<file path="config.mk">
export PLATFORM = sky130hd
export DESIGN_NAME = mcsr_regs
export DESIGN_NICKNAME = d
export VERILOG_FILES = /design/src/design/mcsr_pkg.sv /design/src/design/mcsr_regs.sv
export SDC_FILE = /design/constraint.sdc
export NUM_CORES = 1
export LEC_CHECK = 0
export BUFFER_PORTS_ARGS = -buffer_cell sky130_fd_sc_hd__buf_2
export CORE_ASPECT_RATIO = 0.5
export CORE_UTILIZATION = 51
export CTS_CLUSTER_DIAMETER = 200
export CTS_CLUSTER_SIZE = 28
export DETAILED_ROUTE_END_ITERATION = 6
export PLACE_DENSITY = 0.8
export SLEW_MARGIN = 5
export SYNTH_ARGS = -nofsm -noshare
export SYNTH_HDL_FRONTEND = slang
export SYNTH_SLANG_ARGS = --single-unit
</file>
<file path="constraint.sdc">
create_clock -name clk_i -period 2.7 [get_ports clk_i]
set_input_delay 0.54 -clock clk_i [delete_from_list [all_inputs] [get_ports clk_i]]
set_output_delay 0.54 -clock clk_i [all_outputs]
set_load 0.02 [all_outputs]
</file>
<file path="src/design/mcsr_pkg.sv">
// Purpose: Constants and types for the metering control and status register bank
// Assumes: One clock (master clock), register port driven by the serial front end
// Notes:   Offsets are register addresses on the internal register port
//
// What this block does
// - Rate code 11 updates waveform every 1024 clocks
// - Codes 00,01,10 give 128, 256, 512 clocks
// - Mode bits 14:13 select waveform source
// - Source 00 power filter, 10 ch1, 11 ch2
// - Source 01 loads combined 40-bit ch1/ch2 word
// - Mode bit 15 enters factory test mode
// - Each event sets its status flag high
// - Interrupt request low while enabled flag other than bit 6 set
// - Bit 0 set on energy MSB rising
// - Bit 1 set on dip or lost crossings
// - Bit 2 set at half-cycle accumulation end
// - Bit 3 set on new waveform sample
// - Bit 4 follows zero crossing level
// - Bit 5 set on temperature result ready
// - Bit 6 set after reset, never interrupts
// - Bit 7 set on energy register overflow
// - Channel 1 offset register is 8-bit RW
// - Offset bits 4:0 magnitude, bit 5 sign
// - Bit 7 integrator enable, resets 1; bit 6 unused
package mcsr_pkg;

    ////////////////////////////////////////////////////////////////////////////
    // Register addresses (mode and mask addresses are local choices)
    localparam logic [7:0] ADDR_MODE  = 8'h06;
    localparam logic [7:0] ADDR_FLAGS = 8'h04;
    localparam logic [7:0] ADDR_FLRC  = 8'h05;
    localparam logic [7:0] ADDR_CHANNEL1_OFFSET_INTEGRATOR = 8'h08;
    localparam logic [7:0] ADDR_MASK  = 8'h0A;

    ////////////////////////////////////////////////////////////////////////////
    // Field positions
    localparam int RATE_LSB   = 11;
    localparam int SRC_LSB    = 13;
    localparam int TEST_BIT   = 15;
    localparam int OFS_SIGN   = 5;
    localparam int INTEG_BIT  = 7;
    localparam int FLG_EHF    = 0;
    localparam int FLG_SAG    = 1;
    localparam int FLG_CYC    = 2;
    localparam int FLG_WAVEFORM_SAMPLE_FLAG   = 3;
    localparam int FLG_ZX     = 4;
    localparam int FLG_TEMP   = 5;
    localparam int FLG_RESET  = 6;
    localparam int FLG_EOF    = 7;

    ////////////////////////////////////////////////////////////////////////////
    // Reset values
    localparam logic [15:0] MODE_RST  = 16'h000C;
    localparam logic [7:0]  MASK_RST  = 8'h00;
    localparam logic [7:0]  CHANNEL1_OFFSET_INTEGRATOR_RST = 8'h80;
    localparam logic [7:0]  FLAGS_RST = 8'h00;
    localparam logic [7:0]  WR_MASK_CHANNEL1_OFFSET_INTEGRATOR = 8'hBF;

    ////////////////////////////////////////////////////////////////////////////
    // Waveform update dividers, as log2 of master clocks per sample
    localparam int DIV_LOG2_BASE = 7;
    localparam int DIV_CNT_W     = 10;

    typedef enum logic [1:0] {
        MCSR_SRC_POWER = 2'b00,
        MCSR_SRC_BOTH  = 2'b01,
        MCSR_SRC_CH1   = 2'b10,
        MCSR_SRC_CH2   = 2'b11
    } mcsr_src_e;

    typedef struct packed {
        logic energy_msb;
        logic sag;
        logic cycle_done;
        logic zero_cross;
        logic temp_done;
        logic energy_ovf;
    } mcsr_events_s;

    typedef struct packed {
        logic [23:0] ch1;
        logic [23:0] ch2;
        logic [23:0] power;
    } mcsr_samples_s;

endpackage

</file>
<file path="src/design/mcsr_regs.sv">
// Purpose: Mode, status, mask and channel 1 offset registers with interrupt request
// Assumes: Register port and event inputs come from logic on clk_i;
//          zero crossing level and dip come from pins and are synchronised
// Notes:   Interrupt request is open drain: line low while irq_oe_o is high
`timescale 1ns/1ps
`default_nettype none

module mcsr_regs (
    // Clock and reset
    input  wire logic                        clk_i,
    input  wire logic                        reset_n_i,
    // Software reset pulse from mode logic
    input  wire logic                        sw_reset_i,
    // Register port
    input  wire logic                        reg_wr_i,
    input  wire logic                        reg_rd_i,
    input  wire logic [7:0]                  reg_addr_i,
    input  wire logic [15:0]                 reg_wdata_i,
    output logic      [15:0]                 reg_rdata_o,
    // Events
    input  wire mcsr_pkg::mcsr_events_s      events_i,
    input  wire mcsr_pkg::mcsr_samples_s     samples_i,
    // Waveform output
    output logic      [39:0]                 waveform_o,
    // Configuration to datapath
    output logic      [1:0]                  waveform_rate_sel_o,
    output logic      [1:0]                  waveform_source_sel_o,
    output logic                             factory_test_o,
    output logic      [5:0]                  ch1_offset_o,
    output logic                             ch1_integrator_on_o,
    // Interrupt request, open drain
    output logic                             irq_o,
    output logic                             irq_oe_o
);

    ////////////////////////////////////////////////////////////////////////////
    // Synchronisers for pin levels

    logic [1:0] zx_sync_r;
    logic [1:0] sag_sync_r;
    logic       sag_prev_r;

    always_ff @(posedge clk_i or negedge reset_n_i) begin
        if (!reset_n_i) begin
            zx_sync_r  <= 2'h0;
            sag_sync_r <= 2'h0;
            sag_prev_r <= 1'b0;
        end else begin
            zx_sync_r  <= {zx_sync_r[0], events_i.zero_cross};
            sag_sync_r <= {sag_sync_r[0], events_i.sag};
            sag_prev_r <= sag_sync_r[1];
        end
    end

    ////////////////////////////////////////////////////////////////////////////
    // Configuration registers

    logic [15:0] mode_r;
    logic [7:0]  mask_r;
    logic [7:0]  channel1_offset_integrator_r;

    function automatic logic hit(input logic [7:0] a, input logic [7:0] b);
        hit = (a == b);
    endfunction

    always_ff @(posedge clk_i or negedge reset_n_i) begin
        if (!reset_n_i) begin
            mode_r <= mcsr_pkg::MODE_RST;
        end else if (sw_reset_i) begin
            mode_r <= mcsr_pkg::MODE_RST;
        end else if (reg_wr_i && hit(reg_addr_i, mcsr_pkg::ADDR_MODE)) begin
            mode_r <= reg_wdata_i;
        end
    end

    always_ff @(posedge clk_i or negedge reset_n_i) begin
        if (!reset_n_i) begin
            mask_r <= mcsr_pkg::MASK_RST;
        end else if (sw_reset_i) begin
            mask_r <= mcsr_pkg::MASK_RST;
        end else if (reg_wr_i && hit(reg_addr_i, mcsr_pkg::ADDR_MASK)) begin
            mask_r <= reg_wdata_i[7:0];
        end
    end

    // Bit 6 is unused and kept at zero
    always_ff @(posedge clk_i or negedge reset_n_i) begin
        if (!reset_n_i) begin
            channel1_offset_integrator_r <= mcsr_pkg::CHANNEL1_OFFSET_INTEGRATOR_RST;
        end else if (sw_reset_i) begin
            channel1_offset_integrator_r <= mcsr_pkg::CHANNEL1_OFFSET_INTEGRATOR_RST;
        end else if (reg_wr_i && hit(reg_addr_i, mcsr_pkg::ADDR_CHANNEL1_OFFSET_INTEGRATOR)) begin
            channel1_offset_integrator_r <= reg_wdata_i[7:0] & mcsr_pkg::WR_MASK_CHANNEL1_OFFSET_INTEGRATOR;
        end
    end

    always_ff @(posedge clk_i or negedge reset_n_i) begin
        if (!reset_n_i) begin
            waveform_rate_sel_o   <= 2'h0;
            waveform_source_sel_o <= 2'h0;
            factory_test_o        <= 1'b0;
            ch1_offset_o          <= 6'h00;
            ch1_integrator_on_o   <= 1'b1;
        end else begin
            waveform_rate_sel_o   <= mode_r[mcsr_pkg::RATE_LSB +: 2];
            waveform_source_sel_o <= mode_r[mcsr_pkg::SRC_LSB +: 2];
            factory_test_o        <= mode_r[mcsr_pkg::TEST_BIT];
            ch1_offset_o          <= channel1_offset_integrator_r[mcsr_pkg::OFS_SIGN:0];
            ch1_integrator_on_o   <= channel1_offset_integrator_r[mcsr_pkg::INTEG_BIT];
        end
    end

    ////////////////////////////////////////////////////////////////////////////
    // Waveform sample timer and loader

    logic [mcsr_pkg::DIV_CNT_W-1:0] div_r;
    logic [mcsr_pkg::DIV_CNT_W-1:0] div_last;
    logic [mcsr_pkg::DIV_CNT_W:0]   div_period;
    logic [mcsr_pkg::DIV_CNT_W:0]   div_period_m1;
    logic                           waveform_sample_flag_pulse_r;

    // Period is 128 << rate code: 128, 256, 512, 1024 clocks
    // One extra bit holds 1024 before the terminal count is taken
    assign div_period    = 11'h001 << (mcsr_pkg::DIV_LOG2_BASE + mode_r[mcsr_pkg::RATE_LSB +: 2]);
    assign div_period_m1 = div_period - 11'h001;
    assign div_last      = div_period_m1[mcsr_pkg::DIV_CNT_W-1:0];

    always_ff @(posedge clk_i or negedge reset_n_i) begin
        if (!reset_n_i) begin
            div_r        <= '0;
            waveform_sample_flag_pulse_r <= 1'b0;
        end else if (div_r >= div_last) begin
            div_r        <= '0;
            waveform_sample_flag_pulse_r <= 1'b1;
        end else begin
            div_r        <= div_r + 1'b1;
            waveform_sample_flag_pulse_r <= 1'b0;
        end
    end

    always_ff @(posedge clk_i or negedge reset_n_i) begin
        if (!reset_n_i) begin
            waveform_o <= 40'h0;
        end else if (div_r >= div_last) begin
            case (mode_r[mcsr_pkg::SRC_LSB +: 2])
                mcsr_pkg::MCSR_SRC_POWER: waveform_o <= {16'h0, samples_i.power};
                mcsr_pkg::MCSR_SRC_BOTH: waveform_o <= {samples_i.ch1[23:4],
                                                        samples_i.ch2[23:4]};
                mcsr_pkg::MCSR_SRC_CH1:  waveform_o <= {16'h0, samples_i.ch1};
                mcsr_pkg::MCSR_SRC_CH2:  waveform_o <= {16'h0, samples_i.ch2};
                default:                 waveform_o <= 40'h0;
            endcase
        end
    end

    ////////////////////////////////////////////////////////////////////////////
    // Status flags

    logic [7:0] flags_r;
    logic [7:0] flags_view;
    logic [7:0] set_vec;
    logic       rd_clear;
    logic       rst_done_r;

    assign rd_clear = reg_rd_i && hit(reg_addr_i, mcsr_pkg::ADDR_FLRC);

    // Zero crossing bit is live, the others sticky
    always_comb begin
        set_vec = 8'h00;
        set_vec[mcsr_pkg::FLG_EHF]   = events_i.energy_msb;
        set_vec[mcsr_pkg::FLG_SAG]   = sag_sync_r[1] && !sag_prev_r;
        set_vec[mcsr_pkg::FLG_CYC]   = events_i.cycle_done;
        set_vec[mcsr_pkg::FLG_WAVEFORM_SAMPLE_FLAG]  = waveform_sample_flag_pulse_r;
        set_vec[mcsr_pkg::FLG_TEMP]  = events_i.temp_done;
        set_vec[mcsr_pkg::FLG_RESET] = rst_done_r;
        set_vec[mcsr_pkg::FLG_EOF]   = events_i.energy_ovf;
        flags_view = flags_r;
        flags_view[mcsr_pkg::FLG_ZX] = zx_sync_r[1];
    end

    // Flag 6 raised one cycle after any reset ends
    always_ff @(posedge clk_i or negedge reset_n_i) begin
        if (!reset_n_i) begin
            rst_done_r <= 1'b1;
        end else begin
            rst_done_r <= sw_reset_i;
        end
    end

    // Set wins over a simultaneous read-clear
    always_ff @(posedge clk_i or negedge reset_n_i) begin
        if (!reset_n_i) begin
            flags_r <= mcsr_pkg::FLAGS_RST;
        end else if (rd_clear) begin
            flags_r <= set_vec;
        end else begin
            flags_r <= flags_r | set_vec;
        end
    end

    ////////////////////////////////////////////////////////////////////////////
    // Interrupt request; reset flag excluded from the or, live zero crossing included

    logic [7:0] irq_src;

    always_comb begin
        irq_src = flags_r & mask_r;
        irq_src[mcsr_pkg::FLG_RESET] = 1'b0;
        irq_src[mcsr_pkg::FLG_ZX] = zx_sync_r[1] & mask_r[mcsr_pkg::FLG_ZX];
    end

    always_ff @(posedge clk_i or negedge reset_n_i) begin
        if (!reset_n_i) begin
            irq_o    <= 1'b0;
            irq_oe_o <= 1'b0;
        end else begin
            irq_o    <= 1'b0;
            irq_oe_o <= |irq_src;
        end
    end

    ////////////////////////////////////////////////////////////////////////////
    // Read data, registered one cycle after the read strobe

    always_ff @(posedge clk_i or negedge reset_n_i) begin
        if (!reset_n_i) begin
            reg_rdata_o <= 16'h0;
        end else if (reg_rd_i) begin
            case (reg_addr_i)
                mcsr_pkg::ADDR_MODE:  reg_rdata_o <= mode_r;
                mcsr_pkg::ADDR_FLAGS: reg_rdata_o <= {8'h0, flags_view};
                mcsr_pkg::ADDR_FLRC:  reg_rdata_o <= {8'h0, flags_view};
                mcsr_pkg::ADDR_CHANNEL1_OFFSET_INTEGRATOR: reg_rdata_o <= {8'h0, channel1_offset_integrator_r};
                mcsr_pkg::ADDR_MASK:  reg_rdata_o <= {8'h0, mask_r};
                default:              reg_rdata_o <= 16'h0;
            endcase
        end
    end

endmodule

`default_nettype wire

</file>
# Word level (Yosys, flattened, before mapping)
# Cells that the tools add are included.
[word_totals]
ff_bits = 126
inputBits = 107
out_inout_bits = 70
wordCells = 57
[op_classes]
n_eq_ne = 8
n_addsub = 3
mux = 11
n_shift = 1
order_cmp = 1
n_reduce_logical = 12
n_bitwise = 3
[op_table]
columns = ["operator", "n"]
rows = [
  ["40-bit one-hot mux with 4 select lines", 1],
  ["16-bit one-hot mux with 4 select lines", 1],
  ["8-bit two-way mux", 5],
  ["16-bit two-way mux", 2],
  ["8-bit by 3-bit equality test with 1-bit output (second input constant)", 3],
  ["8-bit by 4-bit equality test with 1-bit output (second input constant)", 2],
  ["10-bit by 1-bit adder with 10-bit output (second input constant)", 1],
  ["10-bit greater-or-equal comparator", 1],
  ["10-bit two-way mux", 1],
  ["1-bit by 4-bit left shift with 10-bit output (first input constant)", 1],
  ["10-bit by 1-bit subtractor with 10-bit output (second input constant)", 1],
  ["8-bit bitwise AND", 1],
  ["8-bit OR", 1],
  ["7-bit OR reduction", 1],
  ["2-bit nonzero test", 3],
  ["1-bit logical AND", 5],
  ["3-bit by 2-bit adder with 4-bit output (first input constant)", 1],
  ["2-bit equality test (second input constant)", 2],
  ["2-bit by 1-bit equality test with 1-bit output (second input constant)", 1],
  ["2-bit zero test", 1],
  ["2-bit OR reduction", 1],
  ["1-bit bitwise AND", 1],
  ["1-bit zero test", 1],
  ["1-bit two-way mux", 1],
]

# Depth between registers and ports, before layout
[logic_depth]
word_depth = 5
ltp_mapped = 10
mapped_depth_nobuf = 7

# Worst setup path before layout
# No wires, ideal clock.
[synth_path]
path_kind = "flip-flop to flip-flop"
from = "register mode_r[11]"
to = "register waveform_o[22]"
path_slack_ns = 0.463
setup_time_ns = 0.125
synth_period_minus_slack_ns = 2.237
path_stages_with_launch = 8
path_buffers = 1
arrival_time_ns = 2.112
required_time_ns = 2.575
path_cell_list = "dfrtp_1 -> nor2b_1 -> ha_1 -> ha_1 -> nand4_1 -> o21ai_1 -> buf_2 -> mux2_2"
[synth_between]
elab_chain_cells = 4
[synth_rtl]
columns = ["element", "line", "source"]
rows = [
  ["from (decl)", "mcsr_regs.sv:58", "logic [15:0] mode_r;"],
  ["from (signal assigned)", "mcsr_regs.sv:68", "mode_r <= mcsr_pkg::MODE_RST;"],
  ["from (signal assigned)", "mcsr_regs.sv:70", "mode_r <= mcsr_pkg::MODE_RST;"],
  ["from (signal assigned)", "mcsr_regs.sv:72", "mode_r <= reg_wdata_i;"],
  ["3-bit by 2-bit adder with 4-bit output", "mcsr_regs.sv:124", "assign div_period = 11'h001 << (mcsr_pkg::DIV_LOG2_BASE + mode_r[mcsr_pkg::RATE_LSB +: 2]);"],
  ["1-bit by 4-bit left shift with 10-bit output", "mcsr_regs.sv:124", ""],
  ["10-bit by 1-bit subtractor with 10-bit output", "mcsr_regs.sv:125", "assign div_period_m1 = div_period - 11'h001;"],
  ["10-bit greater-or-equal comparator", "mcsr_regs.sv:144", "end else if (div_r >= div_last) begin"],
  ["to (signal assigned)", "mcsr_regs.sv:146", "mcsr_pkg::MCSR_SRC_POWER: waveform_o <= {16'h0, samples_i.power};"],
  ["to (signal assigned)", "mcsr_regs.sv:147", "mcsr_pkg::MCSR_SRC_BOTH: waveform_o <= {samples_i.ch1[23:4],"],
  ["to (signal assigned)", "mcsr_regs.sv:149", "mcsr_pkg::MCSR_SRC_CH1: waveform_o <= {16'h0, samples_i.ch1};"],
  ["to (decl)", "mcsr_regs.sv:24", "output logic [39:0] waveform_o,"],
]
# No other way between the ends.
# A chain may end at the register's enable or synchronous reset.

# Final worst setup path
[layout_path]
from = "register mode_r[11]"
to = "register waveform_o[23]"
# Same word-level chain as after synthesis.

==> results.md <==
* Cts hold-fix bufs at 0
* Wire length per cell at 18.5 µm
* Critical Path AT at 2.80 ns
* First-pass GRT wire length at 23000 µm
* Layout cell share with drive strength beyond 1 at 43.3%
* Yosys warns at 0
* Clk root buf: clkbuf_16
* Die width at 151 µm
* CTS Buf Count at 17
* Critical Path End Type: flip-flop
* Global route overflow at 0
* Clock Skew at 0.00707 ns
* Register area share after synthesis at 54.8%
* Setup TNS at 0 ns
* Worst vdd ir at 0.347 mV
* RSZ-0062 raised after global routing: false
* Tcrit/Tclk final at 92.9%
* CP max stage delay at 0.43 ns
* Synth Instances at 432
* Netlist cell types at 42
* Sequential Area at 3110 µm²
* Worst Path Required at 2.99 ns
* TritonCTS clock tree: done
* DRT antenna net count at 0
* Hpwl dp at 9840 µm
* Max-Cap Viols at 0
* Setup violations, final at 0
* Fin area at 7440 µm²
* Nets at 733
* CTS clock-pin slew for the worst setup and hold paths at 0.05 ns
* Most used cell, CP: ha_1
* Max Fanout on Critical Path at 36
* Post-synth top area cell: dfrtp_1
* Most common cell after layout, fill and taps aside: buf_2
* Worst Tran Pin Value at 0.715 ns
* Vias in the first global route at 4355
* Port Buffers at 175
* Worst-Skew Late Latency at 0.41 ns
* Critical path type: reg -> reg
* DR vias at 4285
* Most frequent cells in the layout: 174 x buf_2, 119 x dfrtp_1, 51 x mux2i_1
* Fin. Hold Viols at 0
* GRT Total Usage at 26.8%
* Initial drt markers at 242
* Syn Std Cell Area at 5680 µm²
* FILL cells at 731
* Placer's final routability congestion estimate at 0.818
* Post-CTS sizing at 0
* Row count at 26
* CP Cell Sequence: nor2b_1, ha_1, ha_1, nand4_1, o21ai_4, buf_4, mux2_2
* Final slew viol count at 0
* Status: finished, final reports clean
* Die area at 11600 µm²
* Most used flip-flop cell after synthesis: dfrtp_1
* Rel. slew slack at 52.3%
* Largest net degree at the start of global routing at 56
* Ys async rst share at 100%
* Area of the multi-input gates at 2390 µm²
* Min Clock Period, post-route at 2.51 ns
* HP Class: in -> async
* Post-CTS setup buffers at 0
* Area post-placement at 6790 µm²
* Synth Register Bits at 124
* Vias per inst at 5.56
* Initial Utilization at 54.0%
* DRC Markers at 0
* Leakage at 3.72 nW
* First drt pass iteration count at 4
* Syn avg cell area at 13.1 µm²
* Final WL at 14300 µm
* Post-synth top area share at 52.4%
* Fmax at 0.399 GHz
* Post-synth EDFFs at 0
* Crit path max-delay cell type: dfrtp_1
* CTS Sinks at 124
* Synth area leaders: dfrtp_1 52%, mux4_2 9.5%, mux2i_1 9.0%, mux2_2 4.8%, nor2_1 2.9%
* Initial antenna violation count at 1
* I/O Pins at 177
* Pwr dens at 662 nW/µm²
* Setup crit start kind: flip-flop
* Htree depth at 4
* CTS Buffer Depth at 2
* Synth-to-Final Area Change at 31.0%
* Core region area at 10500 µm²
* DIE HEIGHT at 76.6 µm
-- worst paths after layout --
check / slack [ns] / to / cells past startpoint / startpoint
worst max-delay path: 0.19 / waveform_o[23]$_DFFE_PN0P_ / 7 / mode_r[11]$_DFFE_PN0P_
worst min-delay path: 0.19 / ch1_offset_o[4]$_DFF_PN0_ / 1 / reset_n_i
worst max register to register: 0.19 / waveform_o[23]$_DFFE_PN0P_ / 7 / mode_r[11]$_DFFE_PN0P_
worst min register to register: 0.34 / sag_sync_r[1]$_DFF_PN0_ / 0 / sag_sync_r[0]$_DFF_PN0_
max in group asynchronous: 1.84 / waveform_o[31]$_DFFE_PN0P_ / 2 / reset_n_i
min in group clk_i: 0.23 / zx_sync_r[0]$_DFF_PN0_ / 1 / events_i[2]
-- area by class of cell --
type / instances / share of cell area [%]
repair buffers: 189 / 13.9
diodes: 1 / 0.0336
clock inverters: 6 / 2.12
flip-flops and latches: 124 / 41.8
well taps: 140 / 2.35
multi-input cells: 262 / 32.1
inverters: 23 / 1.16
clock buffers: 26 / 6.57
-- synthesized netlist by cell type (all sizes together) (7+ instances only) --
cell type / number
mux2: 24
o22a: 7
nand2: 20
o2bb2ai: 8
buf: 14
a22o: 11
inv: 22
ha: 9
mux4: 24
nor2: 44
mux2i: 51
a22oi: 9
clkbuf: 11
dfrtp: 119
-- where the power goes --
| part | switching [mW] | internal (mW) | total [mW] | leakage [nW] |
|---|---|---|---|---|
| registers | 0.0544 | 1.92 | 1.98 | 1.60 |
| logic | 0.238 | 0.197 | 0.435 | 1.81 |
| clock network | 0.802 | 1.71 | 2.52 | 0.309 |
-- layer usage --
layer | vias up | GRT usage [%] | part of all wire, %
met5 | - | 0 | 0
met4 | 0 | 9.70 | 1.7
met3 | 28 | 6.95 | 5.5
met2 | 150 | 44.5 | 52
met1 | 2170 | 33.9 | 41
li1 | 1937 | - | -
-- cells by family after synthesis --
logic type	count (synthesis)	synth area share, %
xor gates and xnor gates	8	1.23
adders and majority gates	9	1.98
and+or+nand+nor	90	7.54
buffers and inverters	48	3.53
muxes	99	23.3
other	1	0.0660
AOI/OAI and AO/OA	53	7.62
DFF	124	54.8
-- critical path, delay by kind of cell, from the launching register on --
| family | cells | cell delay (ns) |
|---|---|---|
| simple gates | 2 | 0.31 |
| mux | 1 | 0.41 |
| compound gates | 1 | 0.19 |
| flops | 1 | 0.43 |
| buf+inv | 1 | 0.43 |
| fa+ha+maj | 2 | 0.60 |
-- through the flow --
stage	setup slack [ns]	cells	utilization (%)	hold WS (ns)	total power, mW
after floorplan	0.463	434	-	0.244	2.21
after global placement	0.302	738	64.6	0.333	2.42
after detailed placement	0.241	738	64.6	0.336	2.43
after CTS	0.203	770	70.8	0.205	4.94
after global routing	0.0803	770	70.8	0.218	5.08
final	0.191	771	70.8	0.188	4.93
-- flip-flops by register name, summed over array words and instances (netlist names), 6 cells and up --
signal                        cells
reg_rdata_o                      16
ch1_offset_o                      6
flags_r                           7
mask_r                            8
mode_r                           16
channel1_offset_integrator_r      7
waveform_o                       40
div_r                            10
(Power assumes the default switching activity.)
